==> config.mk <==
export PLATFORM = sky130hd
export DESIGN_NAME = boost_mode_sequencer
export DESIGN_NICKNAME = d
export VERILOG_FILES = /design/src/boost_seq_pkg.sv /design/src/pin_sync.sv /design/src/pwm_clock.sv /design/src/boost_mode_sequencer.sv
export SDC_FILE = /design/constraint.sdc
export NUM_CORES = 1
export LEC_CHECK = 0
export BUFFER_PORTS_ARGS = -buffer_cell sky130_fd_sc_hd__buf_2
export CAP_MARGIN = 15
export CORE_MARGIN = 2
export CORE_UTILIZATION = 30
export DETAILED_ROUTE_END_ITERATION = 16
export GPL_TIMING_DRIVEN = 1
export SKIP_LAST_GASP = 1
export SLEW_MARGIN = 20
export SYNTH_ARGS = -nofsm -noshare
export SYNTH_HDL_FRONTEND = slang
export SYNTH_SLANG_ARGS = --single-unit
==> constraint.sdc <==
create_clock -name clk_in -period 4.2 [get_ports clk_in]
set_clock_uncertainty 0.1 [all_clocks]
set_input_delay 0.21 -clock clk_in [delete_from_list [all_inputs] [get_ports clk_in]]
set_output_delay 0.21 -clock clk_in [all_outputs]
set_load 0.03 [all_outputs]
==> src/boost_seq_pkg.sv <==
// shared constants and carrier types for the boost mode sequencer
package boost_seq_pkg;

    localparam int unsigned CLK_HZ          = 100_000_000;
    localparam int unsigned LOW_CHARGE_US   = 500;
    localparam int unsigned HIGH_CHARGE_US  = 1000;
    localparam int unsigned SW_SOFT_US      = 100;
    localparam int unsigned RESTART_MS      = 20;
    localparam int unsigned OVERLOAD_MS     = 2;
    localparam int unsigned BYPASS_QUAL_NS  = 5000;
    localparam int unsigned PWM_KHZ         = 2500;

    localparam int unsigned LOW_CHARGE_CYC  = LOW_CHARGE_US * (CLK_HZ / 1_000_000);
    localparam int unsigned HIGH_CHARGE_CYC = HIGH_CHARGE_US * (CLK_HZ / 1_000_000);
    localparam int unsigned SW_SOFT_CYC     = SW_SOFT_US * (CLK_HZ / 1_000_000);
    localparam int unsigned RESTART_CYC     = RESTART_MS * (CLK_HZ / 1_000);
    localparam int unsigned OVERLOAD_CYC    = OVERLOAD_MS * (CLK_HZ / 1_000);
    localparam int unsigned BYPASS_QUAL_CYC = (BYPASS_QUAL_NS * (CLK_HZ / 1_000_000) + 999) / 1000;
    localparam int unsigned PWM_PERIOD_CYC  = (CLK_HZ / 1000) / PWM_KHZ;

    localparam int unsigned TIMER_W         = 24;

    localparam logic [2:0]  SYNC_RESET      = 3'h0;

    // analog comparator flags
    typedef struct packed {
        logic uvlo_ok;
        logic out_above_in_minus_300;
        logic out_at_in;
        logic out_at_target;
        logic in_above_target_minus_250;
        logic in_below_target_minus_350;
        logic in_above_out_plus_350;
        logic out_below_in_minus_450;
        logic peak_current_limit;
        logic over_temperature_shutdown;
        logic light_load;
    } analog_flags_s;

    // power stage controls
    typedef struct packed {
        logic low_charge_current;
        logic high_charge_current;
        logic switching;
        logic pfm;
        logic quarter_limit;
        logic output_pass_switch;
        logic forced_bypass;
        logic auto_bypass;
        logic pwm_gate;
        logic high_pfm_target;
        logic fault;
    } stage_ctrl_s;

    typedef enum logic [3:0] {
        ST_OFF,
        ST_LOW_CHARGE,
        ST_HIGH_CHARGE,
        ST_SW_SOFT,
        ST_BOOST,
        ST_AUTO_BYPASS,
        ST_FORCED_BYPASS,
        ST_FAULT
    } seq_state_e;

endpackage

==> src/pin_sync.sv <==
// three-stage input synchroniser with agreement filter
`timescale 1ns/100ps
`default_nettype none
module pin_sync #(
    parameter int unsigned W = 1
) (
    // clock and reset
    input  wire logic         clk_in,
    input  wire logic         rst_in,
    // raw and filtered level
    input  wire logic [W-1:0] raw_in,
    output logic      [W-1:0] level_out
);
    logic [W-1:0] s1;
    logic [W-1:0] s2;
    logic [W-1:0] s3;

    always_ff @(posedge clk_in or posedge rst_in) begin
        if (rst_in) begin
            s1 <= '0;
            s2 <= '0;
            s3 <= '0;
        end else begin
            s1 <= raw_in;
            s2 <= s1;
            s3 <= s2;
        end
    end

    // change accepted once stages two and three agree
    always_ff @(posedge clk_in or posedge rst_in) begin
        if (rst_in) begin
            level_out <= '0;
        end else begin
            for (int i = 0; i < W; i++) begin
                if (s2[i] == s3[i]) begin
                    level_out[i] <= s3[i];
                end
            end
        end
    end
endmodule
`default_nettype wire

==> src/pwm_clock.sv <==
// fixed-frequency pwm switching tick
`timescale 1ns/100ps
`default_nettype none
module pwm_clock (
    // clock and reset
    input  wire logic clk_in,
    input  wire logic rst_in,
    // run control and gate
    input  wire logic run_in,
    output logic      gate_out
);
    logic [7:0] count;

    always_ff @(posedge clk_in or posedge rst_in) begin
        if (rst_in) begin
            count    <= 8'h00;
            gate_out <= 1'b0;
        end else if (!run_in) begin
            count    <= 8'h00;
            gate_out <= 1'b0;
        end else begin
            if (count == 8'(boost_seq_pkg::PWM_PERIOD_CYC - 1)) begin
                count <= 8'h00;
            end else begin
                count <= count + 8'h01;
            end
            gate_out <= (count < 8'(boost_seq_pkg::PWM_PERIOD_CYC / 2));
        end
    end
endmodule
`default_nettype wire

==> src/boost_mode_sequencer.sv <==
// startup, mode and fault sequencer for a battery-fed boost regulator
// Notes on behaviour
// - start boosting or forced bypass, both via two-stage linear soft start
// - low charge current up to 500 us, then high current up to 1 ms
// - boost start: output at input minus 300 mV ends charging, go switching soft start
// - threshold missed after high charge stage: stop charging, fault, restart after 20 ms
// - forced start: output reaching input enters forced bypass
// - switching soft start in pfm at quarter limit until target or 100 us
// - enable low stops boosting, output discharges into load
// - pwm boosting switches at fixed 2.5 MHz
// - light load below about 80 mA selects pfm
// - pfm regulates to a higher average target than pwm
// - input above target minus 250 mV for 5 us enters auto bypass
// - input 350 mV below target leaves auto bypass, resumes boosting
// - enable and select high give forced bypass; controller drives select
// - output pulled 300 mV below input faults
// - soft start faults after 1.5 ms charging or 100 us switching; restart 20 ms
// - peak limit held 2 ms faults; 300 mV drop faults at once
// - fault opens pass switch fully, restart every 20 ms
// - auto bypass: input above output by 350 mV faults, retry every 20 ms
// - forced bypass: output below input minus 450 mV faults and retries
// - over temperature disables switching until hysteresis recovered
// - lockout release with enable starts soft start; lockout sets output high impedance
`timescale 1ns/100ps
`default_nettype none
module boost_mode_sequencer (
    // clock and reset
    input  wire logic                         clk_in,
    input  wire logic                         rst_in,
    // pins
    input  wire logic                         enable_in,
    input  wire logic                         pass_through_select_in,
    // analog comparator flags
    input  wire boost_seq_pkg::analog_flags_s flags_in,
    // power stage controls and sequencer state
    output boost_seq_pkg::stage_ctrl_s        ctrl_out,
    output boost_seq_pkg::seq_state_e         state_out
);
    localparam int unsigned FW = $bits(boost_seq_pkg::analog_flags_s);

    boost_seq_pkg::analog_flags_s flags;
    boost_seq_pkg::seq_state_e    state;
    boost_seq_pkg::seq_state_e    next_state;
    boost_seq_pkg::stage_ctrl_s   next_ctrl;
    logic [1:0]                   pins;
    logic                         enable;
    logic                         select;
    logic                         start_forced;
    logic [boost_seq_pkg::TIMER_W-1:0] timer;
    logic [boost_seq_pkg::TIMER_W-1:0] overload;
    logic [boost_seq_pkg::TIMER_W-1:0] bypass_qual;
    logic                         timer_clear;
    logic                         pwm_gate;

    function automatic logic expired(input logic [boost_seq_pkg::TIMER_W-1:0] t,
                                     input int unsigned lim);
        expired = (t >= boost_seq_pkg::TIMER_W'(lim - 1));
    endfunction

    // comparator and pin synchronisers
    pin_sync #(.W(FW)) u_flag_sync (
        .clk_in    (clk_in),
        .rst_in    (rst_in),
        .raw_in    (flags_in),
        .level_out (flags)
    );

    pin_sync #(.W(2)) u_pin_sync (
        .clk_in    (clk_in),
        .rst_in    (rst_in),
        .raw_in    ({enable_in, pass_through_select_in}),
        .level_out (pins)
    );

    assign enable = pins[1];
    assign select = pins[0];

    // pwm switching tick
    pwm_clock u_pwm (
        .clk_in   (clk_in),
        .rst_in   (rst_in),
        .run_in   (state == boost_seq_pkg::ST_BOOST && !flags.light_load),
        .gate_out (pwm_gate)
    );

    // state timer
    always_ff @(posedge clk_in or posedge rst_in) begin
        if (rst_in) begin
            timer <= '0;
        end else if (timer_clear) begin
            timer <= '0;
        end else if (timer != '1) begin
            timer <= timer + 1'b1;
        end
    end

    // overload hold counter
    always_ff @(posedge clk_in or posedge rst_in) begin
        if (rst_in) begin
            overload <= '0;
        end else if (state == boost_seq_pkg::ST_BOOST && flags.peak_current_limit) begin
            if (overload != '1) begin
                overload <= overload + 1'b1;
            end
        end else begin
            overload <= '0;
        end
    end

    // bypass qualification counter
    always_ff @(posedge clk_in or posedge rst_in) begin
        if (rst_in) begin
            bypass_qual <= '0;
        end else if (state == boost_seq_pkg::ST_BOOST && flags.in_above_target_minus_250) begin
            if (bypass_qual != '1) begin
                bypass_qual <= bypass_qual + 1'b1;
            end
        end else begin
            bypass_qual <= '0;
        end
    end

    // startup path latched when leaving off
    always_ff @(posedge clk_in or posedge rst_in) begin
        if (rst_in) begin
            start_forced <= 1'b0;
        end else if (state == boost_seq_pkg::ST_OFF || state == boost_seq_pkg::ST_FAULT) begin
            start_forced <= select;
        end
    end

    // next state
    always_comb begin
        next_state  = state;
        timer_clear = 1'b0;
        case (state)
            boost_seq_pkg::ST_OFF: begin
                if (enable && flags.uvlo_ok) begin
                    next_state = boost_seq_pkg::ST_LOW_CHARGE;
                end
            end
            boost_seq_pkg::ST_LOW_CHARGE: begin
                if (!start_forced && flags.out_above_in_minus_300) begin
                    next_state = boost_seq_pkg::ST_SW_SOFT;
                end else if (start_forced && flags.out_at_in) begin
                    next_state = boost_seq_pkg::ST_FORCED_BYPASS;
                end else if (expired(timer, boost_seq_pkg::LOW_CHARGE_CYC)) begin
                    next_state = boost_seq_pkg::ST_HIGH_CHARGE;
                end
            end
            boost_seq_pkg::ST_HIGH_CHARGE: begin
                if (!start_forced && flags.out_above_in_minus_300) begin
                    next_state = boost_seq_pkg::ST_SW_SOFT;
                end else if (start_forced && flags.out_at_in) begin
                    next_state = boost_seq_pkg::ST_FORCED_BYPASS;
                end else if (expired(timer, boost_seq_pkg::HIGH_CHARGE_CYC)) begin
                    next_state = boost_seq_pkg::ST_FAULT;
                end
            end
            boost_seq_pkg::ST_SW_SOFT: begin
                if (!flags.out_above_in_minus_300) begin
                    next_state = boost_seq_pkg::ST_FAULT;
                end else if (flags.out_at_target) begin
                    next_state = boost_seq_pkg::ST_BOOST;
                end else if (expired(timer, boost_seq_pkg::SW_SOFT_CYC)) begin
                    next_state = boost_seq_pkg::ST_FAULT;
                end
            end
            boost_seq_pkg::ST_BOOST: begin
                if (!flags.out_above_in_minus_300) begin
                    next_state = boost_seq_pkg::ST_FAULT;
                end else if (overload >= boost_seq_pkg::TIMER_W'(boost_seq_pkg::OVERLOAD_CYC)) begin
                    next_state = boost_seq_pkg::ST_FAULT;
                end else if (bypass_qual >= boost_seq_pkg::TIMER_W'(boost_seq_pkg::BYPASS_QUAL_CYC)) begin
                    next_state = boost_seq_pkg::ST_AUTO_BYPASS;
                end
            end
            boost_seq_pkg::ST_AUTO_BYPASS: begin
                if (flags.in_above_out_plus_350) begin
                    next_state = boost_seq_pkg::ST_FAULT;
                end else if (flags.in_below_target_minus_350) begin
                    next_state = boost_seq_pkg::ST_BOOST;
                end
            end
            boost_seq_pkg::ST_FORCED_BYPASS: begin
                if (flags.out_below_in_minus_450) begin
                    next_state = boost_seq_pkg::ST_FAULT;
                end else if (!select) begin
                    next_state = boost_seq_pkg::ST_LOW_CHARGE;
                end
            end
            boost_seq_pkg::ST_FAULT: begin
                if (expired(timer, boost_seq_pkg::RESTART_CYC)) begin
                    next_state = boost_seq_pkg::ST_OFF;
                end
            end
            default: begin
                next_state = boost_seq_pkg::ST_OFF;
            end
        endcase
        // enable low overrides all but fault timing; lockout all but fault timing and the select move below
        if ((!enable || !flags.uvlo_ok) && state != boost_seq_pkg::ST_FAULT) begin
            next_state = boost_seq_pkg::ST_OFF;
        end
        // select raised while boosting moves to forced bypass
        if (enable && select && (state == boost_seq_pkg::ST_BOOST || state == boost_seq_pkg::ST_AUTO_BYPASS)) begin
            next_state = boost_seq_pkg::ST_FORCED_BYPASS;
        end
        if (next_state != state) begin
            timer_clear = 1'b1;
        end
    end

    always_ff @(posedge clk_in or posedge rst_in) begin
        if (rst_in) begin
            state <= boost_seq_pkg::ST_OFF;
        end else begin
            state <= next_state;
        end
    end

    // output decode
    always_comb begin
        next_ctrl = '0;
        case (next_state)
            boost_seq_pkg::ST_LOW_CHARGE: begin
                next_ctrl.low_charge_current = 1'b1;
            end
            boost_seq_pkg::ST_HIGH_CHARGE: begin
                next_ctrl.high_charge_current = 1'b1;
            end
            boost_seq_pkg::ST_SW_SOFT: begin
                next_ctrl.switching     = 1'b1;
                next_ctrl.pfm           = 1'b1;
                next_ctrl.quarter_limit = 1'b1;
                next_ctrl.output_pass_switch = 1'b1;
            end
            boost_seq_pkg::ST_BOOST: begin
                next_ctrl.switching          = 1'b1;
                next_ctrl.pfm                = flags.light_load;
                next_ctrl.high_pfm_target    = flags.light_load;
                next_ctrl.pwm_gate           = pwm_gate && !flags.light_load;
                next_ctrl.output_pass_switch = 1'b1;
            end
            boost_seq_pkg::ST_AUTO_BYPASS: begin
                next_ctrl.auto_bypass        = 1'b1;
                next_ctrl.output_pass_switch = 1'b1;
            end
            boost_seq_pkg::ST_FORCED_BYPASS: begin
                next_ctrl.forced_bypass      = 1'b1;
                next_ctrl.output_pass_switch = 1'b1;
            end
            boost_seq_pkg::ST_FAULT: begin
                next_ctrl.fault = 1'b1;
            end
            default: begin
                next_ctrl = '0;
            end
        endcase
        if (flags.over_temperature_shutdown) begin
            next_ctrl.switching = 1'b0;
            next_ctrl.pwm_gate  = 1'b0;
        end
    end

    always_ff @(posedge clk_in or posedge rst_in) begin
        if (rst_in) begin
            ctrl_out  <= '0;
            state_out <= boost_seq_pkg::ST_OFF;
        end else begin
            ctrl_out  <= next_ctrl;
            state_out <= next_state;
        end
    end
endmodule
`default_nettype wire

==> reports/results.tsv <==
metric	value	unit
Initial Util	30.59	%
core area	22640	sq um
Mapped Area	6927	sq um
Mapped Cells	660	
Slew HR	36.16	%
dpl ws	0.9574	ns
CTS tree	done	
GP Congestion	0.7995	
largest cells by area after synthesis	dfrtp_1, xor2_1, nor2_1	
Syn Area/Cell	10.49	sq um
register area share after synthesis	53.83	%
worst-margin pin slew	0.9334	ns
leading area contributor after synthesis	dfrtp_1	
Setup CP Type	flip-flop to flip-flop	
die area	24320	sq um
IO Count	30	
H-tree depth	4	
Syn Nets	681	
clock-pin slew on the worst setup and hold paths	0.06	ns
clock latency on the worst-skew pair	0.43	ns
Leakage Power	3.287	nW
Nets	723	
clock tree root buffer cell	clkbuf_16	
post-route insts no fill	1000	
vias per cell	4.971	
drt wl/cell	14.36	microns
most frequent cells in the layout	dfrtp_1, nor2_1, nand2_1	
Placement Rows	55	
Unique masters post-synth	65	
#FFs+latches synth	149	
HPWL Detailed	9459	microns
Tmin final	3.261	ns
Sum Neg Setup Slack	0	ns
ys async rst share	100.0	%
pwr dens	381.8	nW/um^2
initial DRC count	373	
Final period util	77.65	%
layout overhead on the synthesized area	16.67	%
Die W	156.0	microns
initial antenna violation count	0	
Die Y	156.0	microns
hold_buf cts	14	
MaxCap Viol Count	0	
first-pass GRT wire length	24860	microns
fmax	306.6	MHz
vias in the first global route	4938	
CP arrival	3.45	ns
grt total ovfl	0	
clk sink count	149	
setup ws final	0.9386	ns
commonest non-fill, non-tap cell in the layout	dfrtp_1	
top cell type's share of synthesized area	53.83	%
Max VDD drop	0.0002752	V
CP required	4.38	ns
drt first pass iters	4	
number of routed nets with antenna violations	0	
Routed WL	14360	microns
Hold Crit Class	flip-flop to flip-flop	
final hold violation count	0	
Max Buffers Root-to-Sink	2	
total track usage	12.77	%
number of flops mapped to enable cells by yosys	0	
cts bufs inserted	17	
antenna diode count	0	
CP Max Fanout	24	
Synth warnings	0	
DR DRC count	0	
final setup fails	0	
area of placed instances	7365	sq um
largest net degree at the start of global routing	150	
RSZ-0062 raised after global routing	false	
total power	3.085	mW
Startpoint Class	flip-flop	
status	finished, final reports clean	
Post-CTS Resized	0	
I/O Buffers	29	
CP endpoint kind	flip-flop	
Post-CTS Setup Inserts	0	
post-placement cell count	954	
Finished Cell Area	8082	sq um
Synth Flop Type	dfrtp_1	
layout cell share with drive strength beyond 1	11.33	%
vias	4971	
fin. max-slew vios	0	
==> critical path, cell delays in order (launching register included) <==
cell,delay [ns]
dfrtp_1,0.41
nor3_1,0.48
nand2_1,0.20
a221o_1,0.36
or4_4,0.53
or4_4,0.54
o311ai_4,0.07
buf_4,0.31
nor4b_1,0.10
==> synth_stat cells (all sizes together), types with 7 or more instances <==
cell / number
and3: 13
nor3: 16
and4: 7
nand3: 41
dfrtp: 149
nand4: 21
nor4b: 23
or4: 7
o21ai: 10
a21oi: 17
nor2: 87
clkbuf: 20
maj3: 13
and2: 8
inv: 16
xnor2: 23
xor2: 43
nor4: 12
nand2: 48
==> layer usage <==
layer,track usage (%),vias up,part of all wire [%]
met5,0,-,0
met4,5.155,0,2.0
met2,19.81,84,46
met3,3.028,22,3.8
met1,17.25,2427,49
li1,-,2438,-
==> through the flow <==
step | utilization, % | hold WS (ns)
after CTS | 35.69 | 0.2495
final | 35.69 | 0.2481
after detailed placement | 32.53 | 0.2193
after global routing | 35.69 | 0.2527
after global placement | 32.53 | 0.2189
after floorplan | - | 0.1414
==> area by class of cell <==
| class | count | area [sq um] |
|---|---|---|
| fillers | 2229 | 14560 |
| clock inverters | 12 | 118.9 |
| clock buffers | 20 | 456.7 |
| well taps | 285 | 356.6 |
| flip-flops and latches | 149 | 3729 |
| inverters | 16 | 63.81 |
| repair buffers | 47 | 327.8 |
| multi-input cells | 471 | 3029 |
==> cells by family after synthesis <==
family                   share of synthesized area (%)
multiplexers                                     1.030
buffers and inverters                            2.456
AO/OA/AOI/OAI                                    7.135
flip-flops                                       53.83
XOR/XNOR                                         8.345
adder cells (fa/ha/maj)                          2.962
AND/OR/NAND/NOR                                  24.19
other                                          0.05414
==> sequential cells by signal, summed over array words and instances, names as in the netlist <==
| signal | count |
|---|---|
| start_forced | 1 |
| u_pin_sync.s1 | 2 |
| ctrl_out | 11 |
| timer | 24 |
| u_pwm.count | 8 |
| u_flag_sync.s1 | 11 |
| overload | 24 |
| bypass_qual | 24 |
| u_flag_sync.s3 | 11 |
| u_pwm.gate_out | 1 |
| u_flag_sync.level_out | 11 |
| u_pin_sync.s2 | 2 |
| u_pin_sync.s3 | 2 |
| state_out | 4 |
| u_pin_sync.level_out | 2 |
| u_flag_sync.s2 | 11 |
==> final timing paths <==
kind | from | end | slack [ns] | depth (start not counted)
worst min register to register | u_pin_sync.s1[1] | u_pin_sync.s2[1] | 0.25 | 0
max in group asynchronous | rst_in | bypass_qual[2] | 2.94 | 4
worst max-delay path | timer[23] | timer[23] | 0.94 | 8
min in group asynchronous | rst_in | u_flag_sync.s1[4] | 0.42 | 4
worst max register to register | timer[23] | timer[23] | 0.94 | 8
worst min-delay path | u_pin_sync.s1[1] | u_pin_sync.s2[1] | 0.25 | 0
==> report_power, final <==
group / internal (mW) / total [mW] / switching [mW]
Sequential: 1.47 / 1.50 / 0.0320
Clock: 0.856 / 1.48 / 0.625
Combinational: 0.0410 / 0.100 / 0.0591
(Power assumes the default switching activity.)
